### config.mk
export PLATFORM = sky130hd
export DESIGN_NAME = tcs_sequencer
export DESIGN_NICKNAME = d
export VERILOG_FILES = /design/src/tcs_sequencer.v
export VERILOG_INCLUDE_DIRS = /design/src
export SDC_FILE = /design/constraint.sdc
export NUM_CORES = 1
export LEC_CHECK = 0
export ABC_AREA = 1
export ABC_CLOCK_PERIOD_IN_PS = 9200
export BUFFER_PORTS_ARGS = -buffer_cell sky130_fd_sc_hd__buf_2
export CORE_ASPECT_RATIO = 1.5
export CORE_UTILIZATION = 45
export CTS_CLUSTER_DIAMETER = 40
export CTS_CLUSTER_SIZE = 40
export DETAILED_ROUTE_END_ITERATION = 10
export PLACE_DENSITY_LB_ADDON = 0.3
export SYNTH_ARGS = -nofsm -noshare
export SYNTH_HDL_FRONTEND = slang
export SYNTH_SLANG_ARGS = --single-unit
### constraint.sdc
create_clock -name REF_CLK -period 9.2 [get_ports REF_CLK]
set_input_delay 0.46 -clock REF_CLK [delete_from_list [all_inputs] [get_ports REF_CLK]]
set_output_delay 0.46 -clock REF_CLK [all_outputs]
set_load 0.05 [all_outputs]
### src/tcs_defs.vh
`ifndef TCS_DEFS_VH
`define TCS_DEFS_VH

// timing figures in their own units
`define TCS_T_OFF_US 100
`define TCS_T_ON_MS 2
`define TCS_T_2W_MS 300
`define TCS_T_START_MS 300
`define TCS_T_COOLED_S 90
`define TCS_T_HPE_MS 300
`define TCS_T_PDOWN_MS 300
`define TCS_T_FAULT_MS 1
`define TCS_T_FAULT_COOLED_MS 50
`define TCS_T_RESET_US 10
`define TCS_T_RS_FC_US 500
`define TCS_T_RS_MS 24
`define TCS_T_LOS_US 100
`define TCS_CLK_KHZ 25000

// register byte addresses
`define TCS_A_CTRL 4'h0
`define TCS_A_STAT 4'h4
`define TCS_A_IRQ_ST 4'h8
`define TCS_A_IRQ_EN 4'hC

// control field positions
`define TCS_C_COOLED 0
`define TCS_C_FC 1
`define TCS_C_HPE 2
`define TCS_CTRL_W 3

// status field positions
`define TCS_S_READY2W 0
`define TCS_S_OPER 1
`define TCS_S_TXON 2
`define TCS_S_FAULT 3
`define TCS_S_LOS 4
`define TCS_S_RATEOK 5
`define TCS_S_HIPWR 6
`define TCS_STAT_W 7

// event bits
`define TCS_E_FAULT 0
`define TCS_E_LOS 1
`define TCS_E_OPER 2
`define TCS_E_RATE 3
`define TCS_EV_W 4

`endif

### src/tcs_sequencer.v
`include "tcs_defs.vh"
module tcs_sequencer #(
    parameter T_2W_CYC = (`TCS_T_2W_MS * `TCS_CLK_KHZ) - 1,
    parameter T_START_CYC = (`TCS_T_START_MS * `TCS_CLK_KHZ) - 1,
    parameter [31:0] T_COOLED_CYC = (`TCS_T_COOLED_S * 32'd1000 * `TCS_CLK_KHZ) - 32'd1,
    parameter T_HPE_CYC = (`TCS_T_HPE_MS * `TCS_CLK_KHZ) - 1,
    parameter T_PDOWN_CYC = (`TCS_T_PDOWN_MS * `TCS_CLK_KHZ) - 1,
    parameter T_ON_CYC = (`TCS_T_ON_MS * `TCS_CLK_KHZ) - 1,
    parameter T_FAULT_CYC = (`TCS_T_FAULT_MS * `TCS_CLK_KHZ) - 1,
    parameter T_FAULT_COOLED_CYC = (`TCS_T_FAULT_COOLED_MS * `TCS_CLK_KHZ) - 1,
    parameter T_RS_CYC = (`TCS_T_RS_MS * `TCS_CLK_KHZ) - 1,
    parameter T_RS_FC_CYC = (`TCS_T_RS_FC_US * `TCS_CLK_KHZ) / 1000 - 1,
    parameter T_RESET_CYC = (`TCS_T_RESET_US * `TCS_CLK_KHZ + 999) / 1000,
    parameter T_LOS_CYC = (`TCS_T_LOS_US * `TCS_CLK_KHZ) / 1000 - 1
) (
    input wire REF_CLK, // 25 MHz clock
    input wire RST, // power-on / hot-plug reset, async high
    input wire LASER_DISABLE, // host laser disable, high = off
    input wire RATE_SELECT_LOW, // rate select input 0
    input wire RATE_SELECT_HIGH, // rate select input 1
    input wire LASER_FAULT_RAW, // raw laser fault detector
    input wire SIGNAL_LOST_RAW, // raw receive signal loss detector
    output reg TX_ENABLE, // laser drive enable
    output reg LASER_FAULT, // fault flag, high = fault
    output reg SIGNAL_LOSS, // signal loss flag, high = lost
    output reg RATE_STABLE, // output stable at selected rate
    output reg HIGH_POWER, // high power level in effect
    output reg OPERATIONAL, // fully operational
    output reg MGMT_READY, // management interface ready
    output wire IRQ, // level interrupt
    input wire WB_CYC_I, // wishbone cycle
    input wire WB_STB_I, // wishbone strobe
    input wire WB_WE_I, // wishbone write enable
    input wire [3:0] WB_ADR_I, // wishbone byte address
    input wire [3:0] WB_SEL_I, // wishbone byte selects
    input wire [31:0] WB_DAT_I, // wishbone write data
    output reg [31:0] WB_DAT_O, // wishbone read data
    output reg WB_ACK_O // wishbone acknowledge
);

localparam CW = 32;
localparam [4:0] S_INIT = 5'h01;
localparam [4:0] S_OFF = 5'h02;
localparam [4:0] S_WARM = 5'h04;
localparam [4:0] S_RUN = 5'h08;
localparam [4:0] S_FAULT = 5'h10;

reg [4:0] st_q;
reg [CW-1:0] seq_cnt_q;
reg [CW-1:0] mgmt_cnt_q;
reg [CW-1:0] pwr_cnt_q;
reg [CW-1:0] flt_cnt_q;
reg [CW-1:0] rate_cnt_q;
reg [CW-1:0] rst_cnt_q;
reg [CW-1:0] los_cnt_q;
reg [`TCS_CTRL_W-1:0] ctrl_q;
reg [`TCS_EV_W-1:0] irq_st_q;
reg [`TCS_EV_W-1:0] irq_en_q;
reg hpe_prev_q;
reg rs0_q;
reg rs1_q;
reg fault_prev_q;
reg los_prev_q;
reg oper_prev_q;
reg rate_prev_q;
reg cleared_q;
reg init_q;

wire cooled = ctrl_q[`TCS_C_COOLED];
wire fc_rate = ctrl_q[`TCS_C_FC];
wire hpe = ctrl_q[`TCS_C_HPE];
wire wb_req = WB_CYC_I & WB_STB_I & ~WB_ACK_O;
wire wb_wr = wb_req & WB_WE_I & WB_SEL_I[0];
wire warm_lim_hit;
wire [CW-1:0] warm_lim;
wire [CW-1:0] flt_lim;
wire [CW-1:0] pwr_lim;
wire [CW-1:0] rate_lim;
wire warm_done;
wire [`TCS_EV_W-1:0] ev;

assign warm_lim_hit = (seq_cnt_q >= warm_lim);

// saturating count helper used by every timer
function [CW-1:0] inc_sat;
    input [CW-1:0] v;
    begin
        inc_sat = (v == {CW{1'b1}}) ? v : v + {{(CW-1){1'b0}}, 1'b1};
    end
endfunction

// pick one of two limits by a configuration bit
function [CW-1:0] cfg_pick;
    input sel;
    input [CW-1:0] lim_set;
    input [CW-1:0] lim_clr;
    begin
        cfg_pick = sel ? lim_set : lim_clr;
    end
endfunction

assign warm_lim = cfg_pick(cooled, T_COOLED_CYC, T_START_CYC);
assign flt_lim = cfg_pick(cooled, T_FAULT_COOLED_CYC, T_FAULT_CYC);
assign pwr_lim = hpe ? cfg_pick(cooled, T_COOLED_CYC, T_HPE_CYC) : T_PDOWN_CYC;
assign rate_lim = cfg_pick(fc_rate, T_RS_FC_CYC, T_RS_CYC);
assign warm_done = init_q ? warm_lim_hit : ((seq_cnt_q >= T_ON_CYC) || warm_lim_hit);

// main sequencer; counters run on the reference clock, reset restarts
// clocked restartable counters
always @(posedge REF_CLK or posedge RST) begin
    if (RST) begin
        st_q <= S_INIT;
        seq_cnt_q <= {CW{1'b0}};
        TX_ENABLE <= 1'b0;
        OPERATIONAL <= 1'b0;
        HIGH_POWER <= 1'b0;
        pwr_cnt_q <= {CW{1'b0}};
        hpe_prev_q <= 1'b0;
        cleared_q <= 1'b0;
        init_q <= 1'b1;
    end else begin
        hpe_prev_q <= hpe;
        case (st_q)
            S_INIT: begin
                TX_ENABLE <= 1'b0;
                OPERATIONAL <= 1'b0;
                if (LASER_DISABLE) begin
                    st_q <= S_OFF;
                end else begin
                    st_q <= S_WARM;
                    seq_cnt_q <= {CW{1'b0}};
                end
            end
            S_OFF: begin
                TX_ENABLE <= 1'b0;
                OPERATIONAL <= 1'b0;
                if (!LASER_DISABLE) begin
                    seq_cnt_q <= {CW{1'b0}};
                    st_q <= S_WARM;
                end
            end
            S_WARM: begin
                seq_cnt_q <= inc_sat(seq_cnt_q);
                if (LASER_DISABLE) begin
                    TX_ENABLE <= 1'b0;
                    st_q <= S_OFF;
                end else if (LASER_FAULT) begin
                    TX_ENABLE <= 1'b0;
                    st_q <= S_FAULT;
                end else if (warm_done) begin
                    TX_ENABLE <= 1'b1;
                    OPERATIONAL <= 1'b1;
                    init_q <= 1'b0;
                    st_q <= S_RUN;
                end else begin
                    TX_ENABLE <= ~init_q;
                end
            end
            S_RUN: begin
                if (LASER_DISABLE) begin
                    TX_ENABLE <= 1'b0;
                    OPERATIONAL <= 1'b0;
                    st_q <= S_OFF;
                end else if (LASER_FAULT) begin
                    TX_ENABLE <= 1'b0;
                    OPERATIONAL <= 1'b0;
                    st_q <= S_FAULT;
                end
            end
            S_FAULT: begin
                TX_ENABLE <= 1'b0;
                OPERATIONAL <= 1'b0;
                cleared_q <= 1'b0;
                // a hold of one cycle less than the reset time is enough
                if (rst_cnt_q >= T_RESET_CYC - 1) begin
                    cleared_q <= 1'b1;
                end
                if (!LASER_DISABLE && cleared_q) begin
                    seq_cnt_q <= {CW{1'b0}};
                    init_q <= 1'b1;
                    st_q <= S_WARM;
                end
            end
            default: begin
                st_q <= S_INIT;
            end
        endcase
        if (hpe != hpe_prev_q) begin
            pwr_cnt_q <= {CW{1'b0}};
        end else if (hpe != HIGH_POWER) begin
            pwr_cnt_q <= inc_sat(pwr_cnt_q);
            if (pwr_cnt_q >= pwr_lim) begin
                HIGH_POWER <= hpe;
            end
        end
    end
end

always @(posedge REF_CLK or posedge RST) begin
    if (RST) begin
        mgmt_cnt_q <= {CW{1'b0}};
        MGMT_READY <= 1'b0;
    end else if (!MGMT_READY) begin
        mgmt_cnt_q <= inc_sat(mgmt_cnt_q);
        if (mgmt_cnt_q >= T_2W_CYC) begin
            MGMT_READY <= 1'b1;
        end
    end
end

// fault qualify and latch; disable hold time counted for clearing
always @(posedge REF_CLK or posedge RST) begin
    if (RST) begin
        flt_cnt_q <= {CW{1'b0}};
        rst_cnt_q <= {CW{1'b0}};
        LASER_FAULT <= 1'b0;
    end else begin
        rst_cnt_q <= LASER_DISABLE ? inc_sat(rst_cnt_q) : {CW{1'b0}};
        if (!LASER_FAULT) begin
            flt_cnt_q <= LASER_FAULT_RAW ? inc_sat(flt_cnt_q) : {CW{1'b0}};
            if (LASER_FAULT_RAW && flt_cnt_q >= flt_lim) begin
                LASER_FAULT <= 1'b1;
            end
        end else if (st_q == S_FAULT && !LASER_DISABLE && cleared_q) begin
            LASER_FAULT <= 1'b0;
            flt_cnt_q <= {CW{1'b0}};
        end
    end
end

// rate change settle timer
// rate settle limit
always @(posedge REF_CLK or posedge RST) begin
    if (RST) begin
        rs0_q <= 1'b0;
        rs1_q <= 1'b0;
        rate_cnt_q <= {CW{1'b0}};
        RATE_STABLE <= 1'b0;
    end else begin
        rs0_q <= RATE_SELECT_LOW;
        rs1_q <= RATE_SELECT_HIGH;
        if ((rs0_q != RATE_SELECT_LOW) || (rs1_q != RATE_SELECT_HIGH)) begin
            rate_cnt_q <= {CW{1'b0}};
            RATE_STABLE <= 1'b0;
        end else if (!RATE_STABLE) begin
            rate_cnt_q <= inc_sat(rate_cnt_q);
            if (rate_cnt_q >= rate_lim) begin
                RATE_STABLE <= 1'b1;
            end
        end
    end
end

// signal loss filter, symmetric in both directions
always @(posedge REF_CLK or posedge RST) begin
    if (RST) begin
        los_cnt_q <= {CW{1'b0}};
        SIGNAL_LOSS <= 1'b1;
    end else if (SIGNAL_LOST_RAW != SIGNAL_LOSS) begin
        los_cnt_q <= inc_sat(los_cnt_q);
        if (los_cnt_q >= T_LOS_CYC) begin
            SIGNAL_LOSS <= SIGNAL_LOST_RAW;
            los_cnt_q <= {CW{1'b0}};
        end
    end else begin
        los_cnt_q <= {CW{1'b0}};
    end
end

assign ev[`TCS_E_FAULT] = LASER_FAULT & ~fault_prev_q;
assign ev[`TCS_E_LOS] = SIGNAL_LOSS ^ los_prev_q;
assign ev[`TCS_E_OPER] = OPERATIONAL & ~oper_prev_q;
assign ev[`TCS_E_RATE] = RATE_STABLE & ~rate_prev_q;
assign IRQ = |(irq_st_q & irq_en_q);

// wishbone slave, registered ack one cycle after each request
always @(posedge REF_CLK or posedge RST) begin
    if (RST) begin
        WB_ACK_O <= 1'b0;
        WB_DAT_O <= 32'h0000_0000;
        ctrl_q <= {`TCS_CTRL_W{1'b0}};
        irq_st_q <= {`TCS_EV_W{1'b0}};
        irq_en_q <= {`TCS_EV_W{1'b0}};
        fault_prev_q <= 1'b0;
        los_prev_q <= 1'b1;
        oper_prev_q <= 1'b0;
        rate_prev_q <= 1'b0;
    end else begin
        fault_prev_q <= LASER_FAULT;
        los_prev_q <= SIGNAL_LOSS;
        oper_prev_q <= OPERATIONAL;
        rate_prev_q <= RATE_STABLE;
        WB_ACK_O <= wb_req;
        // set wins over a clear in the same cycle
        if (wb_wr && WB_ADR_I == `TCS_A_IRQ_ST) begin
            irq_st_q <= (irq_st_q & ~WB_DAT_I[`TCS_EV_W-1:0]) | ev;
        end else begin
            irq_st_q <= irq_st_q | ev;
        end
        if (wb_wr && WB_ADR_I == `TCS_A_CTRL) begin
            ctrl_q <= WB_DAT_I[`TCS_CTRL_W-1:0];
        end
        if (wb_wr && WB_ADR_I == `TCS_A_IRQ_EN) begin
            irq_en_q <= WB_DAT_I[`TCS_EV_W-1:0];
        end
        if (wb_req && !WB_WE_I) begin
            case (WB_ADR_I)
                `TCS_A_CTRL: WB_DAT_O <= {{(32-`TCS_CTRL_W){1'b0}}, ctrl_q};
                `TCS_A_STAT: WB_DAT_O <= {{(32-`TCS_STAT_W){1'b0}}, HIGH_POWER, RATE_STABLE,
                    SIGNAL_LOSS, LASER_FAULT, TX_ENABLE, OPERATIONAL, MGMT_READY};
                `TCS_A_IRQ_ST: WB_DAT_O <= {{(32-`TCS_EV_W){1'b0}}, irq_st_q};
                `TCS_A_IRQ_EN: WB_DAT_O <= {{(32-`TCS_EV_W){1'b0}}, irq_en_q};
                default: WB_DAT_O <= 32'h0000_0000;
            endcase
        end
    end
end

endmodule

==> impl_metrics.toml, run 1 <==
[clocking]
cts.sink_count = 264
ctsResizeCount = 0
cts.path.max_buffers = 3
htree_num_levels = 2
clk_root_buffer_cell = "clkbuf_16"
clock_input_transition_at_the_sequential_cells_of_the_worst_setup_and_hold_paths_ns = 0.06
insertion_delay_ns = 0.53
cts_post_setup_buffers_inserted = 0
cts_buffers = 39
tritoncts = "yes"
cts_hold_buf = 0

[pwr]
leakagePower_nw = 8.15
internal_power_mw = 2.17
p_sw_share_pct = 31.8
powerDensity_mw_per_mm2 = 170
p_clk_share_pct = 47.2
worst_ir_drop_vdd_uv = 214
seq_power_share_pct = 39.2
power.net_switching_mw = 1.01
power_frac_comb_pct = 13.6

[sta]
worst_slew_pin_slew_ns = 1.02
setup_viol_count_final = 0
final-max-slew-violation-count = 0
layout_worst_path_cycle_share_pct = 32.8
maxSlewHeadroom_pct = 32.2
rsz_0062_raised_after_global_routing = "no"
final_hold_viols = 0
fin_setup_tns_ns = 0
fin_ws_ns = 6.18
max_freq_ghz = 0.331
fin_worst_skew_ns = 0.0103
finalWorstPathRequiredPeriod_ns = 3.02

[floorplanning]
placement_rows = 86
floorplan.die_area_mm2 = 0.0383
chipWidth_um = 160
num_io_pins = 91
starting_density_pct = 45.8
die_height_um = 239
core_area_mm2 = 0.0368

[detailed_routing]
drt-total-wl_um = 45100
routedWlPerCell_um = 15.6
drt_drc_violations_left = 0
route.detailed.vias_per_inst = 5.43
initialDrtViolationCount = 821
via_count = 15700
drt-pass1-iter-count = 6
antenna_violating_nets_post_route = 0

[run]
number_of_max_cap_violations = 0

[yosys]
ys_ff_latch = 264
synth.yosys.warnings = 0
synth-async-reset-ratio_pct = 100
syn_avg_cell_area_um2 = 7.25
cell_variety_after_synth = 55
synth.top_cells.by_area = "dfrtp_1 39%, nand2_1 13%, nor2_1 6.5%, inv_1 5.4%, xor2_1 4.7%"
yosysTopAreaCell = "dfrtp_1"
synthCells = 2326
synth_top_cell_area_share_pct = 38.6
synth_seq_area_share_pct = 39.2
dominantRegCellSynth = "dfrtp_1"
synth_enable_flop_cells = 0
netlist_area_mm2 = 0.0169

[critical_path]
worstPathCellList = "inv_1 > ha_1 > nand2_1 > nor2_1 > nand3_1 > nor2_1 > nand2_1 > nand4_1 > nand3_1 > nand2_1 > nand2_1"
cpMaxStageDelayCell = "dfrtp_1"
reg_to_reg_end = "OPERATIONAL"
data_arrival_time_of_the_critical_path_ns = 3.44
cp_data_required_time_ns = 9.63
criticalPathCategory = "reg -> reg"
timing.reg2reg.worst_path_depth = 11
critical_path.max_stage_delay_ns = 0.78
critPathMaxFanout = 16
worstSetupStartpointType = "flip-flop"
cp_common_cell = "nand2_1"
endpoint_type_of_the_worst_setup_path = "flip-flop"
worst-r2r-setup-slack_ns = 6.18
regToRegStartpoint = "ctrl_q[0]"

[hold_path]
min_from = "RATE_SELECT_LOW"
worstHoldPathType = "in -> reg"
min_delay_path_depth = 1
whs_endpoint = "rs0_q"

[place]
gpl.final_weighted_congestion = 0.935
place_worst_setup_slack_ns = 6.06
place.port_buffers = 34
detailed_place_hpwl_um = 33000
numPlacedInstances = 2822

[cells_and_area]
post_route_cells_drive_above_1_share_pct = 7.18
area_delta_synth_final_pct = 11.5
nNetsFinal = 2487
n_fill_cell = 3654
finalNonFillerCells = 2893
antenna-diode-count = 0

[outcome]
outcome = "completed"

[global_route]
grtUsageTotal_pct = 23.8
grt_start_max_net_pins = 134
grt_first_pass_wirelength_um = 74100
grt_antenna_before_repair = 0
grt.overflow.total = 0
grt_pass1_vias = 15600
[cell type report]
type                    instances  area (um^2)  area share (%)
multi-input cells            1774         9050            48.1
flip-flops and latches        264         6610            35.2
clock buffers                  44         1050            5.57
inverters                     259          982            5.22
well taps                     484          606            3.22
clock inverters                27          283            1.50
repair buffers                 41          223            1.18
[critical path, delay by kind of cell (launching register included)]
kind / cells / cell delay (ns)
adders and majority gates: 1 / 0.48
buffers and inverters: 1 / 0.58
DFF: 1 / 0.78
and+or+nand+nor: 9 / 1.05
[logic make-up after synthesis]
family | synth area share [%]
flip-flops | 39.2
AND/OR/NAND/NOR | 33.7
adder cells (fa/ha/maj) | 4.30
AO/OA/AOI/OAI | 9.06
buffers and inverters | 8.19
XOR/XNOR | 5.46
other | 0.0222
[metal layers]
metal / routed length, um / global-route usage, %
met1: 17600 / 25.7
met2: 23300 / 44.4
met3: 1920 / 3.11
met4: 2290 / 13.6
met5: 0 / 0
[power groups by stage]
stage | clock, mW | combinational (mW) | sequential, mW
final | 1.50 | 0.432 | 1.25
after global routing | 1.59 | 0.479 | 1.25
after CTS | 1.55 | 0.433 | 1.25
after detailed placement | 0 | 0.431 | 1.27
after global placement | 0 | 0.424 | 1.27
after floorplan | 0 | 0.317 | 1.28
[placed cells by master, fill, tap and decap left out, types with 12 or more instances in the layout]
cell       synthesis  routed
clkbuf_16          0      41
xnor2_1           15      15
o21ai_1           36      36
nand2_1          579     579
dfrtp_1          260     260
nor2_1           291     290
nand4_1           88      88
conb_1             1      45
inv_1            242     241
nor4_1            25      25
nand3_1          143     143
o21ai_0          107     107
a21oi_1           51      49
buf_2             15      34
inv_2             15      15
nor3_1           119     119
or2_2             12      12
ha_1              58      58
xor2_1            90      89
o31ai_1           24      24
[worst max-delay path by stage]
stage          slack [ns]            end  depth (start not counted)       from
2_1_floorplan        1.48     HIGH_POWER                          1        RST
6_report             6.18    OPERATIONAL                         11  ctrl_q[0]
3_5_place_dp         6.06  seq_cnt_q[27]                          4        RST
3_3_place_gp         6.05  seq_cnt_q[24]                          4        RST
5_1_grt              6.07        st_q[3]                         10  ctrl_q[0]
4_1_cts              6.21        st_q[3]                         10  ctrl_q[0]
[synth_stat cells, types with 4 or more instances]
master	count
inv_2	15
o21ai_1	36
or2_2	12
dfstp_2	4
xnor2_1	15
a211oi_1	4
o31ai_1	24
o22ai_1	11
nand4_1	88
nor3_2	5
nor2_1	291
xor2_1	90
inv_1	242
buf_4	26
and3_1	5
nor3b_1	7
o21ai_2	10
nand2_1	579
nor2_2	5
o21ai_0	107
ha_1	58
nor4_1	25
nor3_1	119
clkbuf_1	27
buf_2	15
a31oi_1	8
dfrtp_1	260
a21oi_1	51
nand3b_1	6
nand3_1	143
[stage by stage]
step	hold WS [ns]	cell area, um^2	utilization, %	total power [mW]
after floorplan	0.353	17000	-	1.59
after global placement	0.405	17500	47.5	1.69
after detailed placement	0.405	17500	47.5	1.70
after CTS	0.0374	18800	51.1	3.23
after global routing	0.0426	18800	51.1	3.32
final	0.0587	18800	51.1	3.19
[state kept, by name (all words and copies together), names as in the netlist, 3 cells and up]
register    count
flt_cnt_q      32
los_cnt_q      32
mgmt_cnt_q     32
pwr_cnt_q      32
rate_cnt_q     32
rst_cnt_q      32
seq_cnt_q      32
WB_DAT_O        7
st_q            5
irq_en_q        4
irq_st_q        4
ctrl_q          3
No activity file was read; power rests on OpenSTA's default activity.
==> run 2, diff against run 1 <==
ABC_CLOCK_PERIOD_IN_PS = 2940   (was 9200)
clock period = 2.94 ns   (was 9.2 ns; I/O delays follow)
==> impl_metrics.toml, run 2 (synthesis results as in run 1) <==
[clocking]
ctsResizeCount = 0
clock_input_transition_at_the_sequential_cells_of_the_worst_setup_and_hold_paths_ns = 0.07
clk_root_buffer_cell = "clkbuf_16"
cts.path.max_buffers = 3
insertion_delay_ns = 0.55
tritoncts = "yes"
cts.sink_count = 264
htree_num_levels = 2
cts_buffers = 39

[sta]
finalWorstPathRequiredPeriod_ns = 2.40
setup_viol_count_final = 0
final_hold_viols = 0
fin_worst_skew_ns = 0.0301
layout_worst_path_cycle_share_pct = 81.6
rsz_0062_raised_after_global_routing = "no"
maxSlewHeadroom_pct = 46.2
worst_slew_pin_slew_ns = 0.801
final-max-slew-violation-count = 0
max_freq_ghz = 0.417

[critical_path]
worstPathCellList = "ha_1 > nand3_1 > inv_1 > nand2_1 > inv_2 > nand2_1 > nor2_1 > nand3_1 > nand2_1 > nor2_1 > o21ai_0 > a21oi_1"
critical_path.max_stage_delay_ns = 0.42
cpLargestDelayFamily = "simple AND/OR/NAND/NOR gates"
endpoint_type_of_the_worst_setup_path = "flip-flop"
cp_common_cell = "nand2_1"
criticalPathCategory = "reg -> reg"
worst-path-buf-inv = 2
cp_data_required_time_ns = 3.36
worst-r2r-setup-slack_ns = 0.54
worstSetupStartpointType = "flip-flop"
cpMaxStageDelayCell = "nand3_1"
critPathMaxFanout = 11
data_arrival_time_of_the_critical_path_ns = 2.82

[detailed_routing]
drt-total-wl_um = 45900
via_count = 15600
initialDrtViolationCount = 830
routedWlPerCell_um = 15.7
antenna_violating_nets_post_route = 0
drt-pass1-iter-count = 5
route.detailed.vias_per_inst = 5.35
drt_drc_violations_left = 0

[global_route]
grt.overflow.total = 0
grtUsageTotal_pct = 24.4
grt_antenna_before_repair = 0
grt_pass1_vias = 15600
grt_start_max_net_pins = 96
grt_first_pass_wirelength_um = 75500

[outcome]
outcome = "completed"

[pwr]
p_sw_share_pct = 31.1
powerDensity_mw_per_mm2 = 538
p_clk_share_pct = 47.8
worst_ir_drop_vdd_uv = 507
power_frac_comb_pct = 14.5
leakagePower_nw = 8.32
seq_power_share_pct = 37.7
power.net_switching_mw = 3.20
internal_power_mw = 7.09

[place]
place.port_buffers = 34
gpl.final_weighted_congestion = 0.938
detailed_place_hpwl_um = 33800
postPlaceCellArea_mm2 = 0.0176

[floorplanning]
placement_rows = 86
floorplan.die_area_mm2 = 0.0383
die_height_um = 239
core_area_mm2 = 0.0368
starting_density_pct = 45.8
chipWidth_um = 160
num_io_pins = 91

[cells_and_area]
layout.core_utilization_pct = 52.0
area_delta_synth_final_pct = 13.5
post_route_cells_drive_above_1_share_pct = 7.79
most_common_library_cell_in_the_layout_ignoring_fill_and_taps = "nand2_1"
final_area_mm2 = 0.0191
nNetsFinal = 2518
antenna-diode-count = 0
most-common-layout-cells = "579 x nand2_1, 290 x nor2_1, 260 x dfrtp_1"

[run]
number_of_max_cap_violations = 0

[hold_path]
worstHoldPathType = "in -> reg"
## run 2: cell types whose count changed in the layout (fill, tap and decap cells not counted), sizes merged
| cell | before | now |
|---|---|---|
| inv | 273 | 269 |
| clkbuf | 44 | 48 |
| clkinvlp | 3 | 2 |
| clkinv | 9 | 8 |
| buf | 41 | 60 |
| bufinv | 1 | 3 |
| dlygate4sd3 | 0 | 12 |
## run 2: worst paths after layout
kind / depth (start not counted) / to / startpoint
max: 12 / rst_cnt_q[22] / rst_cnt_q[0]
min: 3 / flt_cnt_q[8] / LASER_FAULT_RAW
max reg2reg: 12 / rst_cnt_q[22] / rst_cnt_q[0]
min reg2reg: 0 / los_prev_q / SIGNAL_LOSS
max in group asynchronous: 4 / mgmt_cnt_q[18] / RST
min in group asynchronous: 3 / WB_DAT_O[2] / RST
## run 2: layout make-up
cell class              count  area [um^2]
fillers                  3600        17700
multi-input cells        1774         9050
flip-flops and latches    264         6610
clock buffers              48         1080
inverters                 259          978
well taps                 484          606
repair buffers             72          510
clock inverters            23          299
## run 2: power groups by stage
stage,clock [mW],sequential [mW],combinational (mW)
final,4.92,3.88,1.49
after global routing,5.17,3.89,1.64
after CTS,5.02,3.88,1.49
after detailed placement,0,3.94,1.47
after global placement,0,3.93,1.45
after floorplan,0,3.99,0.991
## run 2: repair_timing
item | CTS | global route
setup buffers | 0 | 0
hold buffers | 12 | 0
hold endpoints to repair | 90 | 0
## run 2: layer usage
metal  global-route usage, %  routed length (um)  vias up
met5                       0                   0        -
li1                        -                   -     7793
met2                    46.2               24100      391
met4                    12.7                2100        0
met3                    2.98                1810      133
met1                    26.3               17900     7313
## run 2: per-stage QoR
| step | hold WS (ns) | std cells | setup WS, ns | setup TNS, ns | power [mW] |
|---|---|---|---|---|---|
| global route | 0.0422 | 2924 | 0.325 | 0 | 10.7 |
| CTS | 0.0172 | 2924 | 0.542 | 0 | 10.4 |
| finish | 0.0506 | 2924 | 0.540 | 0 | 10.3 |
| floorplan | 0.178 | 2370 | -0.687 | -178.69 | 4.98 |
| detailed placement | 0.164 | 2841 | 0.570 | 0 | 5.41 |
| global placement | 0.163 | 2841 | 0.611 | 0 | 5.39 |
## run 2: worst reg2reg max path, stage by stage, from the launching register on
cell and delay [ns]:
dfrtp_1 0.40, ha_1 0.21, nand3_1 0.18, inv_1 0.16
nand2_1 0.09, inv_2 0.08, nand2_1 0.05, nor2_1 0.18
nand3_1 0.42, nand2_1 0.25, nor2_1 0.07, o21ai_0 0.15
a21oi_1 0.06
